==> src/hdl/exec_core_regs.svh <==
// Purpose: Offsets, field positions, reset values and cycle counts for the execution core.
// Assumes: Register bus addresses are byte addresses of aligned 32-bit words.
// Notes: Definitions only.
// Notes on behaviour
// [RULE1] Absolute non-branch, no index: operand at address field, or at address fetched from it.
// [RULE2] Index modes 11, 01, 10 add x, x+1 or x-1 to the address.
// [RULE3] Absolute branch target is the field or the address fetched from it, never indexed.
// [RULE4] Relative location is offset plus first-byte address plus two, optionally indirect.
// [RULE5] Relative offset is a sign-extended two's complement value.
// [RULE6] add_absolute, opcodes 8C-8F, 4 cycles, adds memory byte into r.
// [RULE7] Indexed absolute add or AND selects index by low bits; result goes to register zero.
// [RULE8] Adds include the carry only when the carry chain enable bit is 1.
// [RULE9] Adds update carry, condition code, half-byte carry and overflow; CC 01/00/10.
// [RULE10] add_immediate, opcodes 84-87, 2 cycles, adds second byte into r.
// [RULE11] Relative add, opcodes 88-8B, 3 cycles, adds relative operand into r.
// [RULE12] add_into_reg0, opcodes 80-83, 2 cycles, adds r into register zero.
// [RULE13] and_absolute, opcodes 4C-4F, 4 cycles, ANDs memory byte into r.
// [RULE14] and_immediate, opcodes 44-47, 2 cycles, ANDs second byte into r.
// [RULE15] and_relative, opcodes 48-4B, 3 cycles, ANDs relative operand into r.
// [RULE16] and_into_reg0, opcodes 41-43, ANDs r into register zero; 01000000 is halt.
// [RULE17] AND changes only the condition code, same encoding as adds.
// [RULE18] branch_false_absolute, 9C-9E, 3 cycles, branches when v differs from CC.
// [RULE19] branch_false_relative, 98-9A, 3 cycles, branches when v differs from CC.
// [RULE20] Code point with v equal 3 is the indexed branch op, not a conditional branch.
// [RULE21] Branch-false instructions leave all status bits unchanged.
// [RULE22] Indirection adds 2 cycles; for branches only when taken.
// [RULE23] Indexed address arithmetic wraps inside the current page.
// [RULE24] Indirect address is two bytes, right-justified 15 bits, top bit ignored, one level.
// [RULE25] Overflow on equal-sign operands giving opposite sign; half-byte carry is bit-3 carry.
`ifndef EXEC_CORE_REGS_SVH
`define EXEC_CORE_REGS_SVH
`define OFS_REG0 8'h00
`define OFS_REG1 8'h04
`define OFS_REG2 8'h08
`define OFS_REG3 8'h0c
`define OFS_PSW 8'h10
`define OFS_IPTR 8'h14
`define OFS_CTRL 8'h18
`define OFS_STAT 8'h1c
`define CTRL_STEP_BIT 0
`define CTRL_RUN_BIT 1
`define STAT_BUSY_BIT 0
`define STAT_HALT_BIT 1
`define STAT_BADOP_BIT 2
`define STAT_XBR_BIT 3
`define PSW_RESET 8'h00
`define IPTR_RESET 15'h0000
`define HALT_OPCODE 8'h40
`define CLKS_PER_CYCLE 5'h03
`define CYC_ABS 3'h4
`define CYC_REL 3'h3
`define CYC_SHORT 3'h2
`define CYC_BRANCH 3'h3
`define CYC_INDIRECT 3'h2
`endif

==> src/hdl/exec_core_pkg.sv <==
// Purpose: Types shared by the execution core.
// Assumes: Nothing beyond the constants header.
// Notes: Status word layout follows the processor's lower status byte.
package exec_core_pkg;
    typedef enum logic [2:0] {ST_IDLE, ST_FETCH, ST_ADDR, ST_IND, ST_OPER, ST_EXEC, ST_PAD} exec_state_t;

    typedef struct packed {
        logic [1:0] condition_code;
        logic half_byte_carry;
        logic bank_sel;
        logic carry_chain_enable;
        logic overflow_flag;
        logic compare_mode;
        logic carry;
    } program_status_word_t;

    typedef struct packed {
        logic rd;
        logic [14:0] addr;
    } mem_req_t;
endpackage

==> src/hdl/exec_core.sv <==
// Purpose: Executes add, AND and branch-on-condition-false instructions with address generation.
// Assumes: Memory answers a read with data in the same cycle that the request is high.
// Notes: One processor cycle is three clocks; each instruction is padded to its cycle count.
`timescale 1ns/10ps
`include "exec_core_regs.svh"
module exec_core
    import exec_core_pkg::*;
(
    input wire logic clk_i,
    input wire logic reset_n_i,
    input wire logic ce_i,
    input wire logic [7:0] addr_i,
    input wire logic [31:0] wdata_i,
    input wire logic wr_i,
    input wire logic rd_i,
    output logic [31:0] rdata_o,
    output mem_req_t mem_req_o,
    input wire logic [7:0] mem_rdata_i,
    output logic busy_o
);
    exec_state_t state_q;
    logic [7:0] regs_q [0:3];
    program_status_word_t psw_q;
    logic [14:0] iptr_q;
    logic [7:0] ibuf_q [0:2];
    logic [1:0] byte_n_q;
    logic [1:0] len_q;
    logic ind_n_q;
    logic [6:0] ind_hi_q;
    logic [14:0] ind_addr_q;
    logic [7:0] opnd_q;
    logic [4:0] clk_cnt_q;
    mem_req_t mem_req_q;
    logic busy_q;
    logic run_q;
    logic halted_q;
    logic badop_q;
    logic xbr_q;
    logic [31:0] rdata_q;

    function automatic logic [1:0] len_of(input logic [7:0] b);
        case (b[3:2])
            2'b00: len_of = 2'h1;
            2'b11: len_of = 2'h3;
            default: len_of = 2'h2;
        endcase
    endfunction

    // Decode of the captured instruction.
    logic [7:0] b0, b1, b2;
    logic [1:0] rsel, mode, page;
    logic is_add, is_and, is_bcf, ind_bit, indexed, taken, do_ind, need_oper;
    logic [12:0] rel_base;
    logic [14:0] rel_ea, abs_nb_ea, abs_br_ea, pre_ea, base_ea, fin_ea, seq_iptr, rd_addr;
    logic [7:0] xval, acc, src, res;
    logic [8:0] sum9;
    logic [4:0] nib;
    logic cin;
    logic [1:0] res_cc;
    logic [2:0] cyc;
    logic [4:0] tgt;
    logic [1:0] dst;
    logic start, exec, bad_first, halt_first, xbr_first, first_cap;

    assign b0 = ibuf_q[0];
    assign b1 = ibuf_q[1];
    assign b2 = ibuf_q[2];
    assign rsel = b0[1:0];
    assign mode = b0[3:2];
    assign page = iptr_q[14:13];
    assign is_add = b0[7:4] == 4'h8;
    assign is_and = (b0[7:4] == 4'h4) && (b0 != `HALT_OPCODE); // [RULE16]
    assign is_bcf = b0[7:4] == 4'h9;
    assign ind_bit = mode[1] && b1[7];
    assign indexed = !is_bcf && (mode == 2'b11) && (b1[6:5] != 2'b00); // [RULE3]

    // Relative base is the address after a two-byte instruction.
    assign rel_base = iptr_q[12:0] + 13'h0002; // [RULE4]
    assign rel_ea = {page, rel_base + {{6{b1[6]}}, b1[6:0]}}; // [RULE5]
    assign abs_nb_ea = {page, b1[4:0], b2}; // [RULE1]
    assign abs_br_ea = {b1[6:0], b2}; // [RULE3]
    assign pre_ea = (mode == 2'b10) ? rel_ea : (is_bcf ? abs_br_ea : abs_nb_ea);
    assign base_ea = ind_bit ? ind_addr_q : pre_ea; // [RULE1] [RULE3] [RULE4]

    always_comb begin
        case (b1[6:5])
            2'b01: xval = regs_q[rsel] + 8'h01; // [RULE2]
            2'b10: xval = regs_q[rsel] - 8'h01; // [RULE2]
            default: xval = regs_q[rsel]; // [RULE2]
        endcase
    end

    // Index addition stays inside the page of the base address.
    assign fin_ea = indexed ? {base_ea[14:13], base_ea[12:0] + {5'h00, xval}} : base_ea; // [RULE23]
    assign taken = is_bcf && (b0[1:0] != psw_q.condition_code); // [RULE18] [RULE19]
    assign do_ind = ind_bit && (!is_bcf || taken); // [RULE22]
    assign need_oper = (is_add || is_and) && mode[1];
    assign seq_iptr = {page, iptr_q[12:0] + {11'h000, len_q}};

    always_comb begin
        case (mode)
            2'b00: src = regs_q[rsel]; // [RULE12] [RULE16]
            2'b01: src = b1; // [RULE10] [RULE14]
            default: src = opnd_q; // [RULE6] [RULE11] [RULE13] [RULE15]
        endcase
    end

    assign dst = ((mode == 2'b00) || indexed) ? 2'b00 : rsel; // [RULE7] [RULE12]
    assign acc = regs_q[dst];
    assign cin = psw_q.carry_chain_enable & psw_q.carry; // [RULE8]
    assign sum9 = {1'b0, acc} + {1'b0, src} + {8'h00, cin};
    assign nib = {1'b0, acc[3:0]} + {1'b0, src[3:0]} + {4'h0, cin};
    assign res = is_add ? sum9[7:0] : (acc & src); // [RULE17]
    assign res_cc = (res == 8'h00) ? 2'b00 : (res[7] ? 2'b10 : 2'b01); // [RULE9] [RULE17]

    always_comb begin
        if (is_bcf) begin
            cyc = `CYC_BRANCH;
        end else begin
            case (mode)
                2'b11: cyc = `CYC_ABS;
                2'b10: cyc = `CYC_REL;
                default: cyc = `CYC_SHORT;
            endcase
        end
        if (do_ind) begin
            cyc = cyc + `CYC_INDIRECT; // [RULE22]
        end
    end
    assign tgt = {2'b00, cyc} * `CLKS_PER_CYCLE;

    always_comb begin
        case (state_q)
            ST_FETCH: rd_addr = {page, iptr_q[12:0] + {11'h000, byte_n_q}};
            ST_IND: rd_addr = pre_ea + {14'h0000, ind_n_q}; // [RULE24]
            default: rd_addr = fin_ea;
        endcase
    end

    assign start = ce_i && (state_q == ST_IDLE)
                   && ((wr_i && (addr_i == `OFS_CTRL) && wdata_i[`CTRL_STEP_BIT]) || run_q);
    assign exec = ce_i && (state_q == ST_EXEC);
    assign first_cap = ce_i && (state_q == ST_FETCH) && mem_req_q.rd && (byte_n_q == 2'h0);
    assign halt_first = first_cap && (mem_rdata_i == `HALT_OPCODE); // [RULE16]
    assign xbr_first = first_cap && (mem_rdata_i[7:4] == 4'h9) && (mem_rdata_i[1:0] == 2'b11); // [RULE20]
    assign bad_first = first_cap && !halt_first && !xbr_first
                       && !((mem_rdata_i[7:4] == 4'h8) || (mem_rdata_i[7:4] == 4'h4)
                       || ((mem_rdata_i[7:4] == 4'h9) && mem_rdata_i[3]));

    // Sequencer: reads are issued one at a time, data captured the following cycle.
    always_ff @(posedge clk_i or negedge reset_n_i) begin
        if (!reset_n_i) begin
            state_q <= ST_IDLE;
            byte_n_q <= 2'h0;
            len_q <= 2'h1;
            ind_n_q <= 1'b0;
            ind_hi_q <= 7'h00;
            ind_addr_q <= 15'h0000;
            opnd_q <= 8'h00;
            clk_cnt_q <= 5'h00;
            mem_req_q <= '0;
            busy_q <= 1'b0;
            for (int i = 0; i < 3; i++) begin
                ibuf_q[i] <= 8'h00;
            end
        end else if (ce_i) begin
            if (state_q != ST_IDLE) begin
                clk_cnt_q <= clk_cnt_q + 5'h01;
            end
            case (state_q)
                ST_IDLE: begin
                    if (start) begin
                        state_q <= ST_FETCH;
                        busy_q <= 1'b1;
                        byte_n_q <= 2'h0;
                        ind_n_q <= 1'b0;
                        clk_cnt_q <= 5'h00;
                    end
                end
                ST_FETCH: begin
                    if (!mem_req_q.rd) begin
                        mem_req_q <= '{rd: 1'b1, addr: rd_addr};
                    end else begin
                        mem_req_q.rd <= 1'b0;
                        ibuf_q[byte_n_q] <= mem_rdata_i;
                        byte_n_q <= byte_n_q + 2'h1;
                        if (byte_n_q == 2'h0) begin
                            len_q <= len_of(mem_rdata_i);
                        end
                        if (halt_first || xbr_first || bad_first) begin
                            // Unhandled opcodes stop here so software can take over.
                            state_q <= ST_IDLE;
                            busy_q <= 1'b0;
                        end else if ((byte_n_q + 2'h1) == ((byte_n_q == 2'h0) ? len_of(mem_rdata_i) : len_q)) begin
                            // Immediate forms need no address work, so they skip it to fit in two cycles.
                            state_q <= ((byte_n_q == 2'h1) && (mode == 2'b01)) ? ST_EXEC : ST_ADDR; // [RULE10] [RULE14]
                        end
                    end
                end
                ST_ADDR: begin
                    state_q <= do_ind ? ST_IND : (need_oper ? ST_OPER : ST_EXEC);
                end
                ST_IND: begin
                    if (!mem_req_q.rd) begin
                        mem_req_q <= '{rd: 1'b1, addr: rd_addr};
                    end else begin
                        mem_req_q.rd <= 1'b0;
                        ind_n_q <= 1'b1;
                        if (!ind_n_q) begin
                            ind_hi_q <= mem_rdata_i[6:0]; // [RULE24]
                        end else begin
                            ind_addr_q <= {ind_hi_q, mem_rdata_i}; // [RULE24]
                            state_q <= need_oper ? ST_OPER : ST_EXEC;
                        end
                    end
                end
                ST_OPER: begin
                    if (!mem_req_q.rd) begin
                        mem_req_q <= '{rd: 1'b1, addr: rd_addr};
                    end else begin
                        mem_req_q.rd <= 1'b0;
                        opnd_q <= mem_rdata_i;
                        state_q <= ST_EXEC;
                    end
                end
                ST_EXEC: begin
                    state_q <= ST_PAD;
                end
                ST_PAD: begin
                    if (clk_cnt_q >= tgt - 5'h01) begin // [RULE6] [RULE10] [RULE11] [RULE13] [RULE18]
                        state_q <= ST_IDLE;
                        busy_q <= 1'b0;
                    end
                end
                default: begin
                    state_q <= ST_IDLE;
                    busy_q <= 1'b0;
                end
            endcase
        end
    end

    // General registers: execution results take priority over bus writes.
    always_ff @(posedge clk_i or negedge reset_n_i) begin
        if (!reset_n_i) begin
            for (int i = 0; i < 4; i++) begin
                regs_q[i] <= 8'h00;
            end
        end else if (ce_i) begin
            if (wr_i && (addr_i[7:4] == 4'h0) && (addr_i[1:0] == 2'b00)) begin
                regs_q[addr_i[3:2]] <= wdata_i[7:0];
            end
            if (exec && (is_add || is_and)) begin
                if (indexed && (b1[6:5] != 2'b11)) begin
                    regs_q[rsel] <= xval; // [RULE2]
                end
                regs_q[dst] <= res; // [RULE6] [RULE7] [RULE12] [RULE13] [RULE16]
            end
        end
    end

    always_ff @(posedge clk_i or negedge reset_n_i) begin
        if (!reset_n_i) begin
            psw_q <= `PSW_RESET;
        end else if (ce_i) begin
            if (wr_i && (addr_i == `OFS_PSW)) begin
                psw_q <= wdata_i[7:0];
            end
            if (exec && is_add) begin
                psw_q.carry <= sum9[8]; // [RULE9]
                psw_q.half_byte_carry <= nib[4]; // [RULE25]
                psw_q.overflow_flag <= (acc[7] == src[7]) && (res[7] != acc[7]); // [RULE25]
                psw_q.condition_code <= res_cc; // [RULE9]
            end else if (exec && is_and) begin
                psw_q.condition_code <= res_cc; // [RULE17]
            end
            // Branch-false execution writes nothing here. [RULE21]
        end
    end

    always_ff @(posedge clk_i or negedge reset_n_i) begin
        if (!reset_n_i) begin
            iptr_q <= `IPTR_RESET;
        end else if (ce_i) begin
            if (wr_i && (addr_i == `OFS_IPTR)) begin
                iptr_q <= wdata_i[14:0];
            end
            if (exec) begin
                iptr_q <= taken ? fin_ea : seq_iptr; // [RULE18] [RULE19]
            end
        end
    end

    // Control and sticky status; a hardware set wins over a clear in the same cycle.
    always_ff @(posedge clk_i or negedge reset_n_i) begin
        if (!reset_n_i) begin
            run_q <= 1'b0;
            halted_q <= 1'b0;
            badop_q <= 1'b0;
            xbr_q <= 1'b0;
        end else if (ce_i) begin
            if (wr_i && (addr_i == `OFS_CTRL)) begin
                run_q <= wdata_i[`CTRL_RUN_BIT];
            end
            if (wr_i && (addr_i == `OFS_STAT)) begin
                halted_q <= halted_q & ~wdata_i[`STAT_HALT_BIT];
                badop_q <= badop_q & ~wdata_i[`STAT_BADOP_BIT];
                xbr_q <= xbr_q & ~wdata_i[`STAT_XBR_BIT];
            end
            if (halt_first || bad_first || xbr_first) begin
                run_q <= 1'b0;
            end
            if (halt_first) begin
                halted_q <= 1'b1; // [RULE16]
            end
            if (bad_first) begin
                badop_q <= 1'b1;
            end
            if (xbr_first) begin
                xbr_q <= 1'b1; // [RULE20]
            end
        end
    end

    // Read data stands only in the cycle after the strobe; unmapped reads return zero.
    always_ff @(posedge clk_i or negedge reset_n_i) begin
        if (!reset_n_i) begin
            rdata_q <= 32'h00000000;
        end else if (ce_i) begin
            rdata_q <= 32'h00000000;
            if (rd_i) begin
                case (addr_i)
                    `OFS_REG0, `OFS_REG1, `OFS_REG2, `OFS_REG3: rdata_q <= {24'h000000, regs_q[addr_i[3:2]]};
                    `OFS_PSW: rdata_q <= {24'h000000, psw_q};
                    `OFS_IPTR: rdata_q <= {17'h00000, iptr_q};
                    `OFS_CTRL: rdata_q <= {30'h00000000, run_q, 1'b0};
                    `OFS_STAT: rdata_q <= {28'h0000000, xbr_q, badop_q, halted_q, busy_q};
                    default: rdata_q <= 32'h00000000;
                endcase
            end
        end
    end

    assign rdata_o = rdata_q;
    assign mem_req_o = mem_req_q;
    assign busy_o = busy_q;
endmodule // exec_core

==> config.mk <==
export PLATFORM = sky130hd
export DESIGN_NAME = exec_core
export DESIGN_NICKNAME = d
export VERILOG_FILES = /design/src/hdl/exec_core_pkg.sv /design/src/hdl/exec_core.sv
export VERILOG_INCLUDE_DIRS = /design/src /design/src/hdl
export SDC_FILE = /design/constraint.sdc
export NUM_CORES = 1
export LEC_CHECK = 0
export BUFFER_PORTS_ARGS = -buffer_cell sky130_fd_sc_hd__buf_4
export CAP_MARGIN = 40
export CORE_ASPECT_RATIO = 0.9
export CORE_UTILIZATION = 32
export DETAILED_ROUTE_END_ITERATION = 8
export PLACE_DENSITY = 0.5
export SETUP_SLACK_MARGIN = 0.5
export SLEW_MARGIN = 5
export SYNTH_ARGS = -nofsm -noshare
export SYNTH_HDL_FRONTEND = slang
export SYNTH_SLANG_ARGS = --single-unit
export TNS_END_PERCENT = 30
==> constraint.sdc <==
create_clock -name clk_i -period 8.8 [get_ports clk_i]
set_clock_uncertainty 0.15 [all_clocks]
set_input_delay 0.88 -clock clk_i [delete_from_list [all_inputs] [get_ports clk_i]]
set_output_delay 0.88 -clock clk_i [all_outputs]
set_load 0.1 [all_outputs]
* After elaboration in Yosys (flattened, before gate mapping)
Index checks and enable logic that the tools add are counted.
Storage, ports and cells: bits in registers 175, logic and storage cells 302, input bits 53
Operators by class: mux-type cells 93, reduce and logical (&&, ||, !) cells 93, $add $sub $neg 16, bitwise logic cells 15, $mul 1, magnitude comparators 9, equal/unequal tests 43
Operators with widths (count):
- 2-to-1 mux 32 bit | 6
- 2-to-1 mux 15 bit | 7
- bitwise mux 32 bit | 3
- 2-to-1 mux 8 bit | 12
- one-hot mux 15 bit (5 select lines) | 1
- demux 8 bit (select 2 bit) | 4
- binary-select mux 8 bit (select 2 bit) | 3
- logical AND 1 bit | 37
- 2-to-1 mux 3 bit | 12
- equality test 8 x 5 -> 1 bit, second input constant | 4
- one-hot mux 8 bit (2 select lines) | 2
- one-hot mux 15 bit (2 select lines) | 1
- adder 13 x 2 -> 13 bit | 2
- bitwise mux 24 bit | 1
- 2-to-1 mux 2 bit | 12
- one-hot mux 3 bit (7 select lines) | 1
- AND reduction 4 bit | 5
- 2-to-1 mux 1 bit | 19
- AND reduction 2 bit | 9
- nonzero test 2 bit | 9
- equality test 4 bit, second input constant | 4
- equality test 8 x 4 -> 1 bit, second input constant | 2
- logical NOT 8 bit | 2
- inequality test 2 bit, second input constant | 8
- 54 further kinds | 104

* Depth between registers and ports, before layout
Gate-level depths: netlist of the first run.
depth in word-level cells 20, depth in mapped cells 22

* Worst setup path after synthesis of the first run
Ideal clock, no wire load.
path kind flip-flop to flip-flop, start point register ibuf_q (netlist bit b0[0]), end point register mem_req_q (netlist bit mem_req_o[10]), library setup time 0.134 ns, arrival 4.338 ns, stages on the path, launching flop included 19, required time 8.516 ns, path slack 4.178 ns, path through dfrtp_1 -> buf_1 -> mux4_2 -> fa_1 -> a21o_1 -> a21oi_1 -> o21bai_1 -> a21oi_1 -> xnor2_1 -> mux2i_1 -> inv_1 -> ha_1 -> o21a_1 -> o31ai_1 -> a211o_1 -> nor3_1 -> xor2_1 -> a222oi_1 -> o21ai_0
Between the ends: word-level cells in the longest chain between the ends 9, elaborated cells between the ends (all ways) 10
RTL lines:
- start: declaration | line exec_core.sv:25 | logic [7:0] ibuf_q [0:2];
- start signal: indexed assignment | line exec_core.sv:185 | ibuf_q[byte_n_q] <= mem_rdata_i;
- NOT 2 -> 3 bit (implied by the code) * | line exec_core.sv:87, exec_core.sv:88, exec_core.sv:89
- binary-select mux 8 bit (select 2 bit) * | line exec_core.sv:87, exec_core.sv:88, exec_core.sv:89
- 2-to-1 mux 8 bit (implied by the code) * (2 in series) | line exec_core.sv:87, exec_core.sv:88, exec_core.sv:89
- subtractor 8 x 1 -> 8 bit / adder 8 x 1 -> 8 bit (equally long branches) | line exec_core.sv:88, exec_core.sv:87
- one-hot mux 8 bit (2 select lines) * | line exec_core.sv:86 | case (b1[6:5])
- adder 13 x 8 -> 13 bit * | line exec_core.sv:94 | assign fin_ea = indexed ? {base_ea[14:13], base_ea[12:0] + {5'h00, xval}} : base_ea;
- 2-to-1 mux 13 bit * | line exec_core.sv:94
- one-hot mux 15 bit (2 select lines) * | line exec_core.sv:133 | case (state_q)
- end signal: assignment | line exec_core.sv:182 | mem_req_q <= '{rd: 1'b1, addr: rd_addr};
- end signal: assignment | line exec_core.sv:205 | mem_req_q <= '{rd: 1'b1, addr: rd_addr};
- end signal: assignment | line exec_core.sv:219 | mem_req_q <= '{rd: 1'b1, addr: rd_addr};
- end: declaration | line exec_core.sv:33 | mem_req_t mem_req_q;
Mark *: on every way between the ends. The rest lies on a longest branch, timed or not. The select of a mux whose other input is x is not followed. A chain may end at the register's enable or synchronous reset.

* Final worst setup path of the first run
start point register ibuf_q (netlist bit b0[5]), end point register psw_q[6] (netlist name)
Between the ends: word-level cells in the longest chain between the ends 17, elaborated cells between the ends (all ways) 27
RTL lines:
- equality test 4 bit | line exec_core.sv:73 | assign is_bcf = b0[7:4] == 4'h9;
- logical NOT 1 bit | line exec_core.sv:75 | assign indexed = !is_bcf && (mode == 2'b11) && (b1[6:5] != 2'b00);
- logical AND 1 bit (2 in series) | line exec_core.sv:75
- logical OR 1 bit | line exec_core.sv:108 | assign dst = ((mode == 2'b00) || indexed) ? 2'b00 : rsel;
- 2-to-1 mux 2 bit | line exec_core.sv:108
- NOT 2 -> 3 bit (implied by the code) | line exec_core.sv:109 | assign acc = regs_q[dst];
- binary-select mux 8 bit (select 2 bit) | line exec_core.sv:109
- 2-to-1 mux 8 bit (implied by the code) (2 in series) | line exec_core.sv:109
- adder 8 x 8 -> 9 bit | line exec_core.sv:111 | assign sum9 = {1'b0, acc} + {1'b0, src} + {8'h00, cin};
- adder 9 x 1 -> 9 bit | line exec_core.sv:111
- 2-to-1 mux 8 bit | line exec_core.sv:113 | assign res = is_add ? sum9[7:0] : (acc & src);
- logical NOT 8 bit / 2-to-1 mux 2 bit (equally long branches) | line exec_core.sv:114 | assign res_cc = (res == 8'h00) ? 2'b00 : (res[7] ? 2'b10 : 2'b01);
- 2-to-1 mux 2 bit | line exec_core.sv:114
- 2-to-1 mux 2 bit | line exec_core.sv:274 | end else if (exec && is_and) begin
- 2-to-1 mux 2 bit | line exec_core.sv:269 | if (exec && is_add) begin
- end signal: assignment | line exec_core.sv:264 | psw_q <= `PSW_RESET;
- end signal: assignment | line exec_core.sv:267 | psw_q <= wdata_i[7:0];
- end: declaration | line exec_core.sv:23 | program_status_word_t psw_q;
Parallel ways exist; a longest one is shown, timed or not. The select of a mux whose other input is x is not followed.

==> impl_metrics.env, run 1 <==
export IMPL_internal_power_w=0.00266
export IMPL_placed_cells=1989
export IMPL_clk_latency_ns=0.45
export IMPL_synth_top_cells_by_area="dfrtp_1 (31%), ha_1 (6.8%), mux2_2 (5.1%), nand2_1 (5.0%), nor2_1 (4.2%)"
export IMPL_synth_most_common_cell="nand2_1"
export IMPL_pwr_share_clk=0.141
export IMPL_drt_initial_drc_count=1024
export IMPL_clk_pin_slew_ns=0.07
export IMPL_die_area_um2=40300
export IMPL_grt_pass1_wl_um=67800
export IMPL_cpMaxStageDelayCell="nand2b_1"
export IMPL_swShare=0.518
export IMPL_crit_type="flop to flop"
export IMPL_setup_viol_count_final=0
export IMPL_ant_nets=0
export IMPL_power_frac_seq=0.233
export IMPL_power_total_w=0.00551
export IMPL_nets=1613
export IMPL_hold_buffers=0
export IMPL_grt_pass1_vias=10791
export IMPL_cp_required_ns=8.96
export IMPL_io_buffer_count=67
export IMPL_die_w_um=212
export IMPL_vias=11492
export IMPL_peakVddDrop_v=0.000216
export IMPL_slew_violations=0
export IMPL_post_route_min_period_ns=5.80
export IMPL_hold_path_class="flop to flop"
export IMPL_setup_tns_ns=0
export IMPL_clock_root_buffer="clkbuf_16"
export IMPL_max_cap_viol_count=0
export IMPL_track_usage=0.222
export IMPL_syn_inst=1474
export IMPL_final_cell_area_um2=14100
export IMPL_postLayoutCoreUtil=0.365
export IMPL_cts_sinks=158
export IMPL_postCtsSetupBuffers=0
export IMPL_cpPeakStageDelay_ns=0.55
export IMPL_areaGrowthSynthToFinish_pct=11.6
export IMPL_place_congestion=0.902
export IMPL_antenna_found_initial=0
export IMPL_worst_setup_path_end_kind="flop"
export IMPL_synth_seq_cells=158
export IMPL_core_um2=38600
export IMPL_final_fill_count=4031
export IMPL_drc=0
export IMPL_synth_edf_count=0
export IMPL_overflow=0
export IMPL_p_leak_nw=6.08
export IMPL_synth_flop_cell="dfrtp_1"
export IMPL_firstDrtPassIters=5
export IMPL_synth_cell_type_count=84
export IMPL_p_sw_w=0.00286
export IMPL_worstPathArrival_ns=5.96
export IMPL_combPwrFrac=0.626
export IMPL_rsz0062_at_grt="false"
export IMPL_dpl_instance_area_um2=13500
export IMPL_yosysTopAreaCell="dfrtp_1"
export IMPL_tightest_slew_ns=0.981
export IMPL_start_kind="flop"
export IMPL_pin_count=102
export IMPL_cts_inserted_buffers=17
export IMPL_syn_area_um2=12600
export IMPL_async_flop_share=1.00
export IMPL_hold_viol=0
export IMPL_post_cts_resize_count=0
export IMPL_hpwl_um=33300
export IMPL_cts_tree="built"
export IMPL_vias_per_cell=5.69
export IMPL_ys_warn_count=0
export IMPL_fmax_mhz=172
export IMPL_yosysTopAreaCellShare=0.311
export IMPL_relSlewSlack=0.346
export IMPL_cts_buffer_depth=2
export IMPL_worstPathMaxFanout=17
export IMPL_synth_avg_cell_area_um2=8.58
export IMPL_antenna_cells=0
export IMPL_initial_core_util=0.327
export IMPL_drive_gt1_frac=0.138
export IMPL_htree_levels=4
export IMPL_wl_per_cell_um=21.7
export IMPL_power_density_nw_per_um2=390
export IMPL_synthTopCellsByCount="nand2_1 (169), dfrtp_1 (157), nor2_1 (141), o21ai_0 (90), a21oi_1 (87)"
export IMPL_finalCritPeriodShare=0.660
export IMPL_final_cells=2021
export IMPL_status="completed"
export IMPL_cp_cell_sequence="nand4bb_1, nand3_1, inv_1, nand2b_1, o21ai_0, nor2_1, buf_4, o22ai_1, nor2_1, fa_1, inv_1, fa_1, nor2b_1, o21ai_0, nand2b_1, xnor2_1, nor2_1, a21oi_1, nand2_1, o41ai_1, o21ai_0"
export IMPL_rows=68
export IMPL_dieHeight_um=191
export IMPL_routed_wl_um=43800
export IMPL_ys_seq_area_frac=0.313
export IMPL_grt_start_max_net_pins=86
## path summary, 6_finish.rpt
kind | start | to | slack, ns | depth (start not counted)
min in group asynchronous | reset_n_i | regs_q[9] | 0.35 | 1
setup reg to reg | b0[5] | psw_q[6] | 3.00 | 21
hold / removal | mem_req_o[3] | mem_req_o[3] | 0.33 | 2
hold reg to reg | mem_req_o[3] | mem_req_o[3] | 0.33 | 2
max in group asynchronous | reset_n_i | iptr_q[12] | 6.83 | 3
setup / recovery | b0[5] | psw_q[6] | 3.00 | 21
## routing by layer
metal | wire (µm) | part of all wire | track usage
met5 | 0 | 0 | 0
met4 | 617 | 0.014 | 0.0557
met3 | 2640 | 0.060 | 0.0301
met2 | 19000 | 0.43 | 0.331
met1 | 21500 | 0.49 | 0.333
## area by class of cell
class / count / area [µm²] / area share
Clock buffer: 19 / 443 / 0.0314
Clock inverter: 13 / 154 / 0.0109
Inverter: 65 / 244 / 0.0173
Multi-Input combinational cell: 1156 / 8000 / 0.567
Sequential cell: 158 / 3960 / 0.280
Tap cell: 525 / 657 / 0.0465
Timing Repair Buffer: 85 / 663 / 0.0470
## power by group through the flow
stage | Sequential [W] | Combinational, W | Clock, W
after global routing | 0.00131 | 0.00377 | 0.000818
after floorplan | 0.00135 | 0.00237 | 0
after detailed placement | 0.00129 | 0.00339 | 0
final | 0.00128 | 0.00345 | 0.000778
after global placement | 0.00128 | 0.00335 | 0
after CTS | 0.00128 | 0.00341 | 0.000794
## worst max-delay path: cells and delay by family (launching register included)
family	cells	cell delay, ns
AO/OA/AOI/OAI	6	1.84
adder cells (fa/ha/maj)	2	0.62
XOR/XNOR	1	0.14
AND/OR/NAND/NOR	9	2.03
flip-flops	1	0.44
buffers and inverters	3	0.44
## stage by stage
stage / hold WS, ns / worst slack [ns]
finish: 0.329 / 3.00
global route: 0.350 / 2.52
CTS: 0.339 / 3.20
detailed placement: 0.323 / 3.24
global placement: 0.317 / 3.25
floorplan: 0.296 / 4.18
## cells by family after synthesis
logic type / share of synthesized area
other cells: 0.000297
mux: 0.120
simple gates: 0.181
flops: 0.313
fa+ha+maj: 0.0809
xor+xnor: 0.0469
buf+inv: 0.0595
compound gates: 0.198
## flip-flops by register name, summed over array words and instances (netlist names)
register    flops
ind_n_q         1
regs_q         32
iptr_q         15
opnd_q          8
run_q           1
busy_o          1
xbr_q           1
state_q         3
b2              8
clk_cnt_q       5
b0              8
ind_hi_q        7
badop_q         1
len_q           2
halted_q        1
byte_n_q        2
rdata_o        15
b1              8
psw_q           8
mem_req_o      16
ind_addr_q     15
## layout by cell type, fill, tap and decap left out, types with 40 or more instances in the layout
master and instances:
nand2_1 169, dfrtp_1 157, nor2_1 141, o21ai_0 90, a21oi_1 87, buf_4 80, ha_1 69, inv_1 65
mux2_2 57, mux2i_1 52, xnor2_1 40
Note: power is estimated with default switching activity, not from simulation.
==> run 2: changes to the inputs <==
==> constraint.sdc (replaced) <==
create_clock -name clk_i -period 5.74 [get_ports clk_i]
set_clock_uncertainty 0.15 [all_clocks]
set_input_delay 0.574 -clock clk_i [delete_from_list [all_inputs] [get_ports clk_i]]
set_output_delay 0.574 -clock clk_i [all_outputs]
set_load 0.1 [all_outputs]
==> run 2 against run 1 <==
  * Final area increased by 0.96%
  * Sequential share of layout area fell by 0.26 points
  * Worst setup slack got worse by 2.2 ns
  * Worst hold slack worse by 0.15 ns
  * Cell count is 0.84% higher
  * Combinational power rose by 56%
  * Wire length rose by 1.5%
  * Clock-buffer cell count is the same
  * Largest cell class unchanged
==> impl_metrics.env, run 2 (synthesis results as in run 1) <==
export IMPL_core_um2=38600
export IMPL_hpwl_um=34100
export IMPL_routed_wl_um=44500
export IMPL_postCtsSetupBuffers=0
export IMPL_status="completed"
export IMPL_reg2reg_depth=17
export IMPL_grt_pass1_vias=10927
export IMPL_hold_viol=0
export IMPL_worstPathArrival_ns=5.09
export IMPL_drive_gt1_frac=0.149
export IMPL_io_buffer_count=67
export IMPL_p_sw_w=0.00440
export IMPL_htree_levels=4
export IMPL_dieHeight_um=191
export IMPL_final_cell_mix="nand2_1 (169), dfrtp_1 (156), nor2_1 (141), buf_4 (99), o21ai_0 (90)"
export IMPL_setup_viol_count_final=0
export IMPL_start_kind="flop"
export IMPL_path_delay_family="compound AO/OA/AOI/OAI gates"
export IMPL_crit_type="flop to flop"
export IMPL_cpPeakStageDelay_ns=0.62
export IMPL_finalWorstSetupSlack_ns=0.796
export IMPL_rows=68
export IMPL_areaGrowthSynthToFinish_pct=12.7
export IMPL_cts_tree="built"
export IMPL_antenna_cells=0
export IMPL_r2r_start="b0[0]"
export IMPL_r2r_end="mem_req_o[10]"
export IMPL_die_w_um=212
export IMPL_worst_setup_path_end_kind="flop"
export IMPL_drt_initial_drc_count=1055
export IMPL_initial_core_util=0.327
export IMPL_grt_use_met1=0.344
export IMPL_cp_startpoint="b0[0]"
export IMPL_cts_inserted_buffers=17
export IMPL_fmax_mhz=202
export IMPL_combPwrFrac=0.627
export IMPL_placed_cells=2005
export IMPL_max_cap_viol_count=0
export IMPL_pin_count=102
export IMPL_use_met2=0.330
export IMPL_power_frac_seq=0.229
export IMPL_power_density_nw_per_um2=601
export IMPL_peakVddDrop_v=0.000242
export IMPL_drc=0
export IMPL_path_common_cell="a21oi_1"
export IMPL_cts_buffer_depth=2
export IMPL_worstPathMaxFanout=8
export IMPL_wl_per_cell_um=21.8
export IMPL_internal_power_w=0.00416
export IMPL_busiest_layer="met1"
export IMPL_place_congestion=0.932
export IMPL_relSlewSlack=0.421
export IMPL_track_usage=0.226
export IMPL_final_common_cell="nand2_1"
export IMPL_power_total_w=0.00857
export IMPL_die_area_um2=40300
export IMPL_setup_tns_ns=0
export IMPL_clk_pin_slew_ns=0.07
export IMPL_hold_path_class="input port to flop"
export IMPL_nets=1630
export IMPL_cts_sinks=158
export IMPL_cpMaxStageDelayCell="mux4_2"
export IMPL_cp_required_ns=5.89
export IMPL_clock_root_buffer="clkbuf_16"
export IMPL_tightest_slew_ns=0.859
export IMPL_final_cells=2038
export IMPL_largest_reg_flops=32
export IMPL_crit_path_end="mem_req_o[10]"
export IMPL_cp_cell_sequence="mux4_2, fa_1, a21o_1, a21oi_1, o21bai_1, a21oi_1, xnor2_1, mux2i_1, inv_1, ha_1, o21a_1, o31ai_1, a211o_1, nor3_1, xor2_1, a222oi_1, o21ai_0"
export IMPL_clk_latency_ns=0.45
export IMPL_vias_per_cell=5.64
export IMPL_cp_num_buf_inv=1
export IMPL_pre_cts_ws_ns=0.688
export IMPL_swShare=0.514
export IMPL_ant_nets=0
export IMPL_rsz0062_at_grt="false"
export IMPL_largest_register="regs_q"
export IMPL_slew_violations=0
export IMPL_r2r_setup_slack_ns=0.80
export IMPL_pwr_share_clk=0.144
export IMPL_cp_depth=17
export IMPL_min_path_cells=3
export IMPL_firstDrtPassIters=5
export IMPL_overflow=0
export IMPL_grt_start_max_net_pins=68
export IMPL_worst_hold_slack_ns=0.174
export IMPL_antenna_found_initial=0
export IMPL_grt_pass1_wl_um=69000
export IMPL_met3_usage=0.0268
export IMPL_p_leak_nw=6.18
export IMPL_vias=11495
export IMPL_finalCritPeriodShare=0.861
export IMPL_post_route_min_period_ns=4.94
[run 2: cell types whose count changed in the layout (fill, tap and decap cells not counted), sizes merged]
cell         before  now
clkinvlp          4    0
buf              85  101
clkinv            2    3
dlygate4sd3       0    1
inv              70   73
[run 2: timing repair]
action	in CTS	in global routing
gates resized for setup	0	4
setup endpoints to repair	0	12
endpoints found under the hold margin	45	0
hold buffers	1	0
[run 2: power groups by stage]
stage	clock network (W)	registers (W)	logic (W)
global placement	0	0.00196	0.00525
global route	0.00129	0.00201	0.00590
floorplan	0	0.00207	0.00364
CTS	0.00125	0.00195	0.00532
finish	0.00123	0.00196	0.00538
detailed placement	0	0.00197	0.00530
[run 2: worst min path at each step]
stage | start | end | slack (ns)
6_report | wdata_i[14] | iptr_q[14] | 0.17
5_1_grt | wdata_i[14] | iptr_q[14] | 0.21
4_1_cts | wdata_i[14] | iptr_q[14] | 0.16
3_5_place_dp | ind_addr_q[3] | ind_addr_q[3] | 0.32
3_3_place_gp | ind_addr_q[3] | ind_addr_q[3] | 0.31
2_1_floorplan | reset_n_i | b0[0] | 0.13
[run 2: area by class of cell]
class	instances	area, µm²
Clock buffer	19	453
Clock inverter	13	166
Fill cell	4003	24400
Inverter	65	244
Multi-Input combinational cell	1156	8000
Sequential cell	158	3960
Tap cell	525	657
Timing Repair Buffer	102	769
[run 2: worst min-delay path, delay by kind of cell]
family / cells / cell delay [ns]
buf+inv: 1 / 0.08
simple gates: 2 / 0.08
[run 2: stage by stage]
stage | util | area [µm²]
3_3_place_gp | 0.352 | 13600
5_1_grt | 0.369 | 14200
2_1_floorplan | - | 12700
6_report | 0.369 | 14200
3_5_place_dp | 0.352 | 13600
4_1_cts | 0.369 | 14200
[run 2: routing by layer]
| metal | wire (µm) | part of all wire | vias to the layer above |
|---|---|---|---|
| li1 | - | - | 5354 |
| met3 | 2700 | 0.061 | 58 |
| met5 | 0 | 0 | - |
| met4 | 991 | 0.022 | 0 |
| met2 | 18900 | 0.42 | 432 |
| met1 | 21900 | 0.49 | 5651 |
